`config.mk`:
```
export PLATFORM = sky130hd
export DESIGN_NAME = tprc_regs
export DESIGN_NICKNAME = d
export VERILOG_FILES = /design/src/hdl/tprc_regs.v
export VERILOG_INCLUDE_DIRS = /design/src /design/src/shared
export SDC_FILE = /design/constraint.sdc
export NUM_CORES = 1
export LEC_CHECK = 0
export ABC_AREA = 1
export BUFFER_PORTS_ARGS = -buffer_cell sky130_fd_sc_hd__buf_2
export CAP_MARGIN = 20
export CORE_MARGIN = 5
export CORE_UTILIZATION = 60
export DETAILED_ROUTE_END_ITERATION = 10
export HOLD_SLACK_MARGIN = 0.02
export PLACE_DENSITY = 0.79
export SLEW_MARGIN = 15
export SYNTH_ARGS = -nofsm -noshare
export SYNTH_HDL_FRONTEND = slang
export SYNTH_SLANG_ARGS = --single-unit
export TNS_END_PERCENT = 1
```
`constraint.sdc`:
```
create_clock -name sys_clk -period 2.3 [get_ports sys_clk]
set_input_delay 0.23 -clock sys_clk [delete_from_list [all_inputs] [get_ports sys_clk]]
set_output_delay 0.23 -clock sys_clk [all_outputs]
set_load 0.02 [all_outputs]
```
`src/shared/tprc_map.vh`:
```
`ifndef TPRC_MAP_VH
`define TPRC_MAP_VH

// ****************************************************************
// Serial command word layout
// ****************************************************************
`define TPRC_CMD_RD_BIT      15
`define TPRC_CMD_PAGE_HI     14
`define TPRC_CMD_PAGE_LO     11
`define TPRC_CMD_ADDR_HI     10
`define TPRC_CMD_ADDR_LO     5
`define TPRC_WORD_BITS       16

// ****************************************************************
// Register page and offsets
// ****************************************************************
`define TPRC_CFG_PAGE        4'h1
`define TPRC_REF_ADDR        6'h03
`define TPRC_TDT_ADDR        6'h05
`define TPRC_SEC_ADDR        6'h06

// ****************************************************************
// Field positions
// ****************************************************************
`define TPRC_REF_INT_BIT     4
`define TPRC_REF_DLY_HI      3
`define TPRC_REF_DLY_LO      2
`define TPRC_REF_SLEEP_BIT   1
`define TPRC_REF_VSEL_BIT    0
`define TPRC_TDT_PRE_HI      5
`define TPRC_TDT_PRE_LO      3
`define TPRC_TDT_SENSE_HI    2
`define TPRC_TDT_SENSE_LO    0
`define TPRC_SEC_READY_BIT   15
`define TPRC_SEC_ROUTE_BIT   13
`define TPRC_SEC_AUTO_BIT    12
`define TPRC_SEC_P_HI        11
`define TPRC_SEC_P_LO        8
`define TPRC_SEC_A_HI        7
`define TPRC_SEC_A_LO        4
`define TPRC_SEC_N_HI        3
`define TPRC_SEC_N_LO        0

// ****************************************************************
// Reset values
// ****************************************************************
`define TPRC_REF_RST         5'h02
`define TPRC_TDT_RST         6'h00
`define TPRC_ROUTE_RST       1'h1
`define TPRC_AUTO_RST        1'h1
`define TPRC_PLL_NIB_RST     4'hf
`define TPRC_KBC_RST         1'h0

// ****************************************************************
// Reference settling delays
// ****************************************************************
`define TPRC_CLK_MHZ         250
`define TPRC_DLY1_US         100
`define TPRC_DLY2_US         500
`define TPRC_DLY3_US         1000
// Cycle counts are the delays above times the clock rate, sized to the timer
`define TPRC_DLY1_CYC        20'd25000
`define TPRC_DLY2_CYC        20'd125000
`define TPRC_DLY3_CYC        20'd250000
`define TPRC_DLY_W           20

`endif

```
`src/hdl/tprc_regs.v`:
```
`include "tprc_map.vh"

module tprc_regs #(
    parameter [`TPRC_DLY_W-1:0] DLY1_CYC = `TPRC_DLY1_CYC,
    parameter [`TPRC_DLY_W-1:0] DLY2_CYC = `TPRC_DLY2_CYC,
    parameter [`TPRC_DLY_W-1:0] DLY3_CYC = `TPRC_DLY3_CYC
) (
    // Clock and reset
    input  wire        sys_clk,
    input  wire        reset_n,
    // Serial port pins
    input  wire        spi_sclk,
    input  wire        spi_cs_n,
    input  wire        spi_mosi,
    output reg         spi_miso,
    output reg         spi_miso_oe_n,
    // Converter sequencer side
    input  wire        conv_active,
    input  wire        data_ready_pin,
    output reg         ref_power_on,
    output reg         ref_settled,
    output reg         ref_use_internal,
    output reg         ref_voltage_select,
    output reg  [2:0]  precharge_time_sel,
    output reg  [2:0]  sense_time_sel,
    output reg         keypad_ctrl_bit,
    // PLL and pin routing
    output reg         pll_to_pin_sel,
    output reg         pll_manual_enable,
    output reg  [3:0]  pll_predivider,
    output reg  [3:0]  pll_frac_term,
    output reg  [3:0]  pll_mult_term
);

    // ************************************************************
    // Pin synchronisers
    // ************************************************************
    reg  [2:0]  sclk_sync_q;
    reg  [1:0]  cs_sync_q;
    reg  [1:0]  mosi_sync_q;
    wire        sclk_rise;
    wire        sclk_fall;
    wire        cs_idle;
    wire        mosi_bit;

    always @(posedge sys_clk or negedge reset_n) begin
        if (!reset_n) begin
            sclk_sync_q <= 3'h0;
            cs_sync_q   <= 2'h3;
            mosi_sync_q <= 2'h0;
        end else begin
            sclk_sync_q <= {sclk_sync_q[1:0], spi_sclk};
            cs_sync_q   <= {cs_sync_q[0], spi_cs_n};
            mosi_sync_q <= {mosi_sync_q[0], spi_mosi};
        end
    end

    assign sclk_rise = sclk_sync_q[1] & ~sclk_sync_q[2];
    assign sclk_fall = ~sclk_sync_q[1] & sclk_sync_q[2];
    assign cs_idle   = cs_sync_q[1];
    assign mosi_bit  = mosi_sync_q[1];

    // ************************************************************
    // Register state
    // ************************************************************
    reg  [4:0]  ref_q;
    reg  [5:0]  tdt_q;
    reg         kbc_q;
    reg         pin_route_q;
    reg         auto_pll_q;
    reg  [3:0]  pdiv_q;
    reg  [3:0]  frac_q;
    reg  [3:0]  mult_q;

    // ************************************************************
    // Address decode and read mux
    // ************************************************************
    function hit;
        input [15:0] cmd;
        input [5:0]  addr;
        begin
            hit = (cmd[`TPRC_CMD_PAGE_HI:`TPRC_CMD_PAGE_LO] == `TPRC_CFG_PAGE) &&
                  (cmd[`TPRC_CMD_ADDR_HI:`TPRC_CMD_ADDR_LO] == addr);
        end
    endfunction

    reg  [15:0] rd_word;
    reg  [15:0] shift_q;
    wire [15:0] word_in;

    assign word_in = {shift_q[14:0], mosi_bit};

    always @* begin
        rd_word = 16'h0000;
        if (hit(word_in, `TPRC_REF_ADDR)) begin
            rd_word = {11'h000, ref_q};
        end else if (hit(word_in, `TPRC_TDT_ADDR)) begin
            rd_word = {10'h000, tdt_q};
        end else if (hit(word_in, `TPRC_SEC_ADDR)) begin
            rd_word = {data_ready_pin, 1'h0, pin_route_q, auto_pll_q, pdiv_q, frac_q, mult_q};
        end
    end

    // ************************************************************
    // Serial frame: one command word, then one data word
    // ************************************************************
    reg  [4:0]  bit_cnt_q;
    reg  [15:0] cmd_q;
    reg  [15:0] tx_q;
    wire        data_phase;
    wire        wr_en;

    assign data_phase = bit_cnt_q[4];
    assign wr_en      = ~cs_idle & sclk_rise & (bit_cnt_q == 5'h1f) &
                        ~cmd_q[`TPRC_CMD_RD_BIT];

    always @(posedge sys_clk or negedge reset_n) begin
        if (!reset_n) begin
            bit_cnt_q     <= 5'h00;
            shift_q       <= 16'h0000;
            cmd_q         <= 16'h0000;
            tx_q          <= 16'h0000;
            spi_miso      <= 1'h0;
            spi_miso_oe_n <= 1'h1;
        end else if (cs_idle) begin
            bit_cnt_q     <= 5'h00;
            spi_miso_oe_n <= 1'h1;
        end else begin
            spi_miso_oe_n <= ~(data_phase & cmd_q[`TPRC_CMD_RD_BIT]);
            if (sclk_rise) begin
                shift_q   <= word_in;
                bit_cnt_q <= bit_cnt_q + 5'h01;
                if (bit_cnt_q == 5'h0f) begin
                    cmd_q <= word_in;
                    tx_q  <= rd_word;
                end
            end
            if (sclk_fall && data_phase && cmd_q[`TPRC_CMD_RD_BIT]) begin
                spi_miso <= tx_q[15];
                tx_q     <= {tx_q[14:0], 1'h0};
            end
        end
    end

    // ************************************************************
    // Register writes
    // ************************************************************
    always @(posedge sys_clk or negedge reset_n) begin
        if (!reset_n) begin
            ref_q       <= `TPRC_REF_RST;
            tdt_q       <= `TPRC_TDT_RST;
            kbc_q       <= `TPRC_KBC_RST;
            pin_route_q <= `TPRC_ROUTE_RST;
            auto_pll_q  <= `TPRC_AUTO_RST;
            pdiv_q      <= `TPRC_PLL_NIB_RST;
            frac_q      <= `TPRC_PLL_NIB_RST;
            mult_q      <= `TPRC_PLL_NIB_RST;
        end else if (wr_en) begin
            if (hit(cmd_q, `TPRC_REF_ADDR)) begin
                ref_q <= word_in[4:0];
            end
            if (hit(cmd_q, `TPRC_TDT_ADDR)) begin
                tdt_q <= word_in[5:0];
            end
            if (hit(cmd_q, `TPRC_SEC_ADDR)) begin
                kbc_q       <= word_in[`TPRC_SEC_READY_BIT];
                pin_route_q <= word_in[`TPRC_SEC_ROUTE_BIT];
                auto_pll_q  <= word_in[`TPRC_SEC_AUTO_BIT];
                pdiv_q      <= word_in[`TPRC_SEC_P_HI:`TPRC_SEC_P_LO];
                frac_q      <= word_in[`TPRC_SEC_A_HI:`TPRC_SEC_A_LO];
                mult_q      <= word_in[`TPRC_SEC_N_HI:`TPRC_SEC_N_LO];
            end
        end
    end

    // ************************************************************
    // Reference power control and settling timer
    // ************************************************************
    reg  [`TPRC_DLY_W-1:0] dly_cnt_q;
    reg  [`TPRC_DLY_W-1:0] dly_load;
    reg                    ref_on_d;

    always @* begin
        case (ref_q[`TPRC_REF_DLY_HI:`TPRC_REF_DLY_LO])
            2'h1:    dly_load = DLY1_CYC;
            2'h2:    dly_load = DLY2_CYC;
            2'h3:    dly_load = DLY3_CYC;
            default: dly_load = {`TPRC_DLY_W{1'b0}};
        endcase
        ref_on_d = ref_q[`TPRC_REF_INT_BIT] &
                   (~ref_q[`TPRC_REF_SLEEP_BIT] | conv_active);
    end

    always @(posedge sys_clk or negedge reset_n) begin
        if (!reset_n) begin
            ref_power_on <= 1'h0;
            ref_settled  <= 1'h0;
            dly_cnt_q    <= {`TPRC_DLY_W{1'b0}};
        end else begin
            ref_power_on <= ref_on_d;
            if (ref_on_d && !ref_power_on) begin
                dly_cnt_q   <= dly_load;
                ref_settled <= 1'h0;
            end else if (!ref_power_on) begin
                ref_settled <= 1'h0;
            end else if (dly_cnt_q != {`TPRC_DLY_W{1'b0}}) begin
                dly_cnt_q   <= dly_cnt_q - {{(`TPRC_DLY_W-1){1'b0}}, 1'b1};
                ref_settled <= 1'h0;
            end else begin
                ref_settled <= 1'h1;
            end
        end
    end

    // ************************************************************
    // Configuration outputs
    // ************************************************************
    always @(posedge sys_clk or negedge reset_n) begin
        if (!reset_n) begin
            ref_use_internal   <= 1'h0;
            ref_voltage_select <= 1'h0;
            precharge_time_sel <= 3'h0;
            sense_time_sel     <= 3'h0;
            keypad_ctrl_bit    <= `TPRC_KBC_RST;
            pll_to_pin_sel     <= `TPRC_ROUTE_RST;
            pll_manual_enable  <= 1'h0;
            pll_predivider     <= `TPRC_PLL_NIB_RST;
            pll_frac_term      <= `TPRC_PLL_NIB_RST;
            pll_mult_term      <= `TPRC_PLL_NIB_RST;
        end else begin
            ref_use_internal   <= ref_q[`TPRC_REF_INT_BIT];
            ref_voltage_select <= ref_q[`TPRC_REF_VSEL_BIT];
            precharge_time_sel <= tdt_q[`TPRC_TDT_PRE_HI:`TPRC_TDT_PRE_LO];
            sense_time_sel     <= tdt_q[`TPRC_TDT_SENSE_HI:`TPRC_TDT_SENSE_LO];
            keypad_ctrl_bit    <= kbc_q;
            pll_to_pin_sel     <= pin_route_q;
            pll_manual_enable  <= ~auto_pll_q;
            pll_predivider     <= pdiv_q;
            pll_frac_term      <= frac_q;
            pll_mult_term      <= mult_q;
        end
    end

endmodule // tprc_regs

```
==> flow_summary.ini, run 1 <==
[timing]
finalCritPeriodShare_pct = 88.1
setup_viol = 0
finClkSkew_ns = 0.00517
rsz0062_at_grt = no
fin_tns_setup_ns = 0
fmax_mhz = 494
slew_headroom_pct = 56.5
finalCriticalPeriod_ns = 2.03
hold_viol = 0
drv_slew = 0
timing.hold.ws_ns = 0.286
worst_pin_slew_ns = 0.650

[die]
ioPinCount = 34
row_count = 35
die_h_um = 108
start_util_pct = 61.9
die_w_um = 108
core_area_um2 = 9280
dieArea_um2 = 11600

[worst_setup_path]
arrival_ns = 2.41
cp-end-kind = flop
critical_path.startpoint_type = flop
path_class = flop to flop
path_max_fanout = 12
rrSetupSlack_ns = 0.27
cp.required_ns = 2.69

[route]
wl_um = 12900
drt_iter0_markers = 307
vias_per_cell = 5.39
vias = 4556
drc = 0
wire_per_inst_um = 15.2
antenna_left = 0
drtPass1Iterations = 5

[clock_network]
post_cts_resized = 0
clock_latency_ns = 0.52
cts_setup_buffers = 0
clkTransAtPathRegs_ns = 0.06
cts_tree = built
numCtsBuffers = 17
cts-root-buf = clkbuf_8
cts.sinks = 127
clk_path_buf_depth = 2
htree_levels = 4

[pwr]
leakagePower_nw = 3.17
vdd_ir_drop_max_uv = 589
power_density_nw_per_um2 = 747

[logic_synthesis]
synth_seq_cells = 127
synth_area_leaders = dfrtp_1, dfstp_2, nand2_1
synth_compound_area_share_pct = 10.2
syn-mean-instance-area_um2 = 8.79
yosys.area_share.simple_pct = 23.7
synth_edf_count = 0
synth.mux.area_fraction_pct = 0.196
synthAdderAreaFrac_pct = 1.96
synth_top_area_cell = dfrtp_1
synth_top_family_by_area = simple AND/OR/NAND/NOR gates
synth_cells = 654
netlist-cell-type-count = 38
ys_warn_count = 0
syn_nets = 670
ys.flop_type = dfrtp_1
seq_area_frac_synth_pct = 55.9
synth_xor_xnor_area_share_pct = 0.914
async_flop_share_pct = 100
synth.top_cell.area_share_pct = 41.8
synth_area_um2 = 5750

[final_layout]
finish.instance_area_um2 = 6660
final_util_pct = 71.7
fin_nets = 720
stdcell_count = 846
diodes = 0
syn_to_final_growth_pct = 15.8
layout-drive-gt1-share_pct = 18.5

[global_route]
grt_first_pass_wirelength_um = 22300
grt_max_degree = 53
antenna_found_initial = 0
track_usage_pct = 24.8
grt_overflow = 0
grt_pass1_vias = 4682

[run_status]
status = completed

[run]
maxCapViolations = 0

[placed_design]
gp_congestion = 0.887
place_area_um2 = 6050
hpwlAfterDp_um = 8800
place.port_buffers = 33
dp_cells = 808

[min_path]
hold_path_class = primary input to asynchronous set/reset pin
-- stage by stage --
stage | power, mW | worst slack (ns)
floorplan | 2.44 | 0.593
finish | 4.97 | 0.274
CTS | 5.01 | 0.272
detailed placement | 2.53 | 0.345
global route | 5.16 | 0.0722
global placement | 2.52 | 0.405
-- area by class of cell --
class	instances	area [um2]
Sequential cell	127	3220
Timing Repair Buffer	48	308
Multi-Input combinational cell	430	2120
Clock buffer	20	425
Inverter	80	300
Tap cell	129	161
Fill cell	683	2630
Clock inverter	12	120
-- cell families (layout without fill, tap and decap cells) --
family | after synthesis | count (layout)
DFF | 127 | 127
AOI/OAI and AO/OA | 107 | 107
muxes | 1 | 1
adders and majority gates | 9 | 9
xor gates and xnor gates | 6 | 6
and+or+nand+nor | 307 | 307
buffers and inverters | 97 | 160
-- power by group --
group	switching (mW)	internal, mW	total (mW)
Combinational	0.145	0.0449	0.190
Clock	0.941	1.53	2.47
Sequential	0.0329	2.28	2.32
Total	1.12	3.85	4.97
-- state kept, by name, summed over array words and instances (netlist names), 3 cells and up --
| register | cells |
|---|---|
| pll_predivider | 4 |
| bit_cnt_q | 5 |
| shift_q | 15 |
| frac_q | 4 |
| sclk_sync_q | 3 |
| tdt_q | 6 |
| ref_q | 5 |
| pll_frac_term | 4 |
| cmd_q | 11 |
| sense_time_sel | 3 |
| tx_q | 16 |
| pll_mult_term | 4 |
| precharge_time_sel | 3 |
| mult_q | 4 |
| dly_cnt_q | 20 |
| pdiv_q | 4 |
-- cells in the final DEF (no fill, tap or decap), types with 2 or more instances in the layout --
cell type        n
nor3_1           2
o21ai_1         20
bufinv_16        2
clkbuf_16       16
clkbuf_1         3
nand3_1         37
clkinv_1         2
o21ai_0         57
a22oi_1          6
clkinv_2         5
dfstp_2         31
nor2_1          57
nand3b_1         3
nand3_2          2
nand2_4          2
dlygate4sd3_1    6
inv_1           79
nor4_1           3
nand2_1        170
xor2_1           2
a21oi_1         13
nor3_4           2
or2_2            2
ha_1             9
nor2_2           7
clkinvlp_4       3
nor2_4           3
xnor2_1          4
nand2_2          6
dfrtp_1         96
buf_2           32
buf_4            9
nand4_1         10
o21ai_2          6
-- critical path, cell delays in order (launching register included) --
cell and delay [ns]:
dfrtp_1 0.39, ha_1 0.20, and3_1 0.20, ha_1 0.16, nand2_1 0.06, nor2_2 0.15, nand3_1 0.43, nand2_1 0.24
o21ai_2 0.07
-- timing repair --
action                                  CTS  global route
endpoints found under the setup margin    0             0
hold endpoints to repair                 41             0
hold buffers                              6             0
-- synthesized netlist by cell type, types with 2 or more instances --
master / n
nand2_1: 170
dfrtp_1: 96
inv_1: 79
nor2_1: 57
o21ai_0: 57
nand3_1: 37
dfstp_2: 31
o21ai_1: 20
a21oi_1: 13
nand4_1: 10
ha_1: 9
nor2_2: 7
a22oi_1: 6
buf_2: 6
nand2_2: 6
o21ai_2: 6
buf_6: 4
clkbuf_1: 4
xnor2_1: 4
nand3b_1: 3
nor2_4: 3
nor4_1: 3
buf_4: 2
nand2_4: 2
nand3_2: 2
nor3_1: 2
nor3_4: 2
or2_2: 2
xor2_1: 2
-- final timing paths --
kind / from / endpoint / cells past startpoint
min in group sys_clk: sclk_sync_q[0]$_DFF_PN0_ / sclk_sync_q[1]$_DFF_PN0_ / 0
worst min register to register: sclk_sync_q[0]$_DFF_PN0_ / sclk_sync_q[1]$_DFF_PN0_ / 0
max in group asynchronous: reset_n / cs_sync_q[0]$_DFF_PN1_ / 3
worst max register to register: bit_cnt_q[0]$_DFFE_PN0P_ / tdt_q[1]$_DFFE_PN0P_ / 8
worst max-delay path: bit_cnt_q[0]$_DFFE_PN0P_ / tdt_q[1]$_DFFE_PN0P_ / 8
worst min-delay path: reset_n / dly_cnt_q[13]$_DFFE_PN0P_ / 2
-- per-layer routing --
metal	track usage (%)	part of all wire [%]
met1	32.4	42
met2	40.0	49
met3	7.02	6.9
met4	8.30	1.7
met5	0	0
Power figures use the tool's default switching activity.
==> inputs of run 2 (changes only) <==
CORE_ASPECT_RATIO = 0.6   (was default)
PLACE_DENSITY = 0.76   (was 0.79)
==> run 2 against run 1 <==
Against the previous run: cell count rose by 0.35%; core utilization is 1.6 points higher; largest cell class unchanged; first-iteration DRC count increased by 61%; sequential share of layout area shrank 0.88 points; maximum frequency is essentially flat; final area increased by 1.9%; via count rose by 4.8%; combinational power down 3%; global-route usage is 1.2 points higher; power up 9.8%.
==> flow_summary.ini, run 2 (synthesis gave the netlist of run 1 again) <==
[timing]
fin_tns_setup_ns = 0
setup_viol = 0
drv_slew = 0
fmax_mhz = 494
finClkSkew_ns = 0.0113
worst_pin_slew_ns = 0.694
hold_viol = 0
finalCriticalPeriod_ns = 2.03
slew_headroom_pct = 53.6
rsz0062_at_grt = no
finalCritPeriodShare_pct = 88.1

[final_layout]
largest_reg_flops = 20
syn_to_final_growth_pct = 17.9
mostFrequentLayoutCells = nand2_1, dfrtp_1, inv_1
regMostFlops = dly_cnt_q
final_common_cell = nand2_1
reg.largest.list = dly_cnt_q x20, tx_q x16, shift_q x15
fin_nets = 722
fillCellCount = 677
diodes = 0
layout-drive-gt1-share_pct = 19.3

[die]
die_h_um = 85.8
row_count = 27
ioPinCount = 34
core_area_um2 = 9260
die_w_um = 136
start_util_pct = 62.1
dieArea_um2 = 11700

[worst_setup_path]
cp.required_ns = 2.59
critPathTopFamily = simple AND/OR/NAND/NOR gates
arrival_ns = 2.31
cp-end-kind = flop
critical_path.startpoint_type = flop
path_common_cell = nand2_1
critical_path.slowest_cell = clkinv_1
path_max_fanout = 13
worst-path-buf-inv = 2
crit_path_max_incr_delay_ns = 0.35
crit_chain = inv_1 > ha_1 > nand2_1 > nor2_1 > nand3_2 > nand2_4 > nand2_4 > clkinv_1 > nand2_1 > nand2_1
path_class = flop to flop

[pwr]
vdd_ir_drop_max_uv = 609
leakagePower_nw = 3.23
comb_power_share_pct = 3.4
switchingPower_mw = 1.13
clkPwrFrac_pct = 54.2
p_seq_share_pct = 42.4
power_density_nw_per_um2 = 805
p_int_mw = 4.33
swShare_pct = 20.7
fin_total_pwr_mw = 5.46

[clock_network]
htree_levels = 4
cts_tree = built
post_cts_resized = 0
clock_latency_ns = 0.41
postCtsHoldBufs = 4
numCtsBuffers = 17
cts.sinks = 127
cts_setup_buffers = 0
clk_path_buf_depth = 2
clkTransAtPathRegs_ns = 0.06
cts-root-buf = clkbuf_16

[global_route]
grt_first_pass_wirelength_um = 23200
track_usage_pct = 26.0
grt_pass1_vias = 4421
antenna_found_initial = 0
grt_max_degree = 60
grt_overflow = 0

[route]
drtPass1Iterations = 6
wl_um = 14000
drc = 0
antenna_left = 0
wire_per_inst_um = 16.5
drt_iter0_markers = 493
vias = 4776
vias_per_cell = 5.63

[placed_design]
gp_congestion = 0.971
place.port_buffers = 33
hpwlAfterDp_um = 9510

[min_path]
hold_path_class = primary input to flop

[run]
maxCapViolations = 0

[run_status]
status = completed
## run 2: per-layer routing
layer / share of wire [%] / vias to the layer above / GRT usage [%]
met5: 0 / - / 0
met4: 1.4 / 0 / 7.32
met3: 11 / 26 / 8.68
met2: 41 / 255 / 34.6
met1: 47 / 2297 / 40.1
li1: - / 2198 / -
## run 2: per-stage QoR
stage | cell area [um2] | hold slack [ns] | worst slack, ns | utilization [%] | std cells
2_1_floorplan | 5750 | -0.0656 | 0.593 | - | 654
3_3_place_gp | 6080 | 0.167 | 0.424 | 65.7 | 813
3_5_place_dp | 6080 | 0.172 | 0.399 | 65.7 | 813
4_1_cts | 6780 | 0.0995 | 0.347 | 73.2 | 849
5_1_grt | 6780 | 0.105 | 0.123 | 73.2 | 849
6_report | 6780 | 0.110 | 0.274 | 73.2 | 849
## run 2: layout make-up
class | count | area [um2] | share of cell area (%)
Clock buffer | 22 | 474 | 6.99
Clock inverter | 10 | 184 | 2.71
Inverter | 80 | 300 | 4.43
Multi-Input combinational cell | 430 | 2120 | 31.3
Sequential cell | 127 | 3220 | 47.4
Tap cell | 130 | 163 | 2.40
Timing Repair Buffer | 50 | 318 | 4.69
## run 2: worst paths after layout
path,start,endpoint,slack (ns),depth (start not counted)
max in group asynchronous,reset_n,pll_mult_term[0]$_DFF_PN1_,1.16,3
min,conv_active,ref_power_on$_DFF_PN0_,0.11,3
min in group asynchronous,reset_n,pll_manual_enable$_DFF_PN0_,0.29,2
min reg2reg,cs_sync_q[0]$_DFF_PN1_,cs_sync_q[1]$_DFF_PN1_,0.36,0
max,dly_cnt_q[0]$_DFFE_PN0P_,dly_cnt_q[19]$_DFFE_PN0P_,0.27,10
max reg2reg,dly_cnt_q[0]$_DFFE_PN0P_,dly_cnt_q[19]$_DFFE_PN0P_,0.27,10
## run 2: power groups by stage
| stage | sequential, mW | clock [mW] | combinational [mW] |
|---|---|---|---|
| global route | 2.32 | 3.12 | 0.212 |
| detailed placement | 2.35 | 0 | 0.179 |
| finish | 2.32 | 2.96 | 0.185 |
| floorplan | 2.35 | 0 | 0.0924 |
| CTS | 2.32 | 2.98 | 0.185 |
| global placement | 2.35 | 0 | 0.176 |
## run 2: worst min-delay path: stages
cell,delay [ns]
buf_2,0.10
inv_1,0.07
a21oi_1,0.07
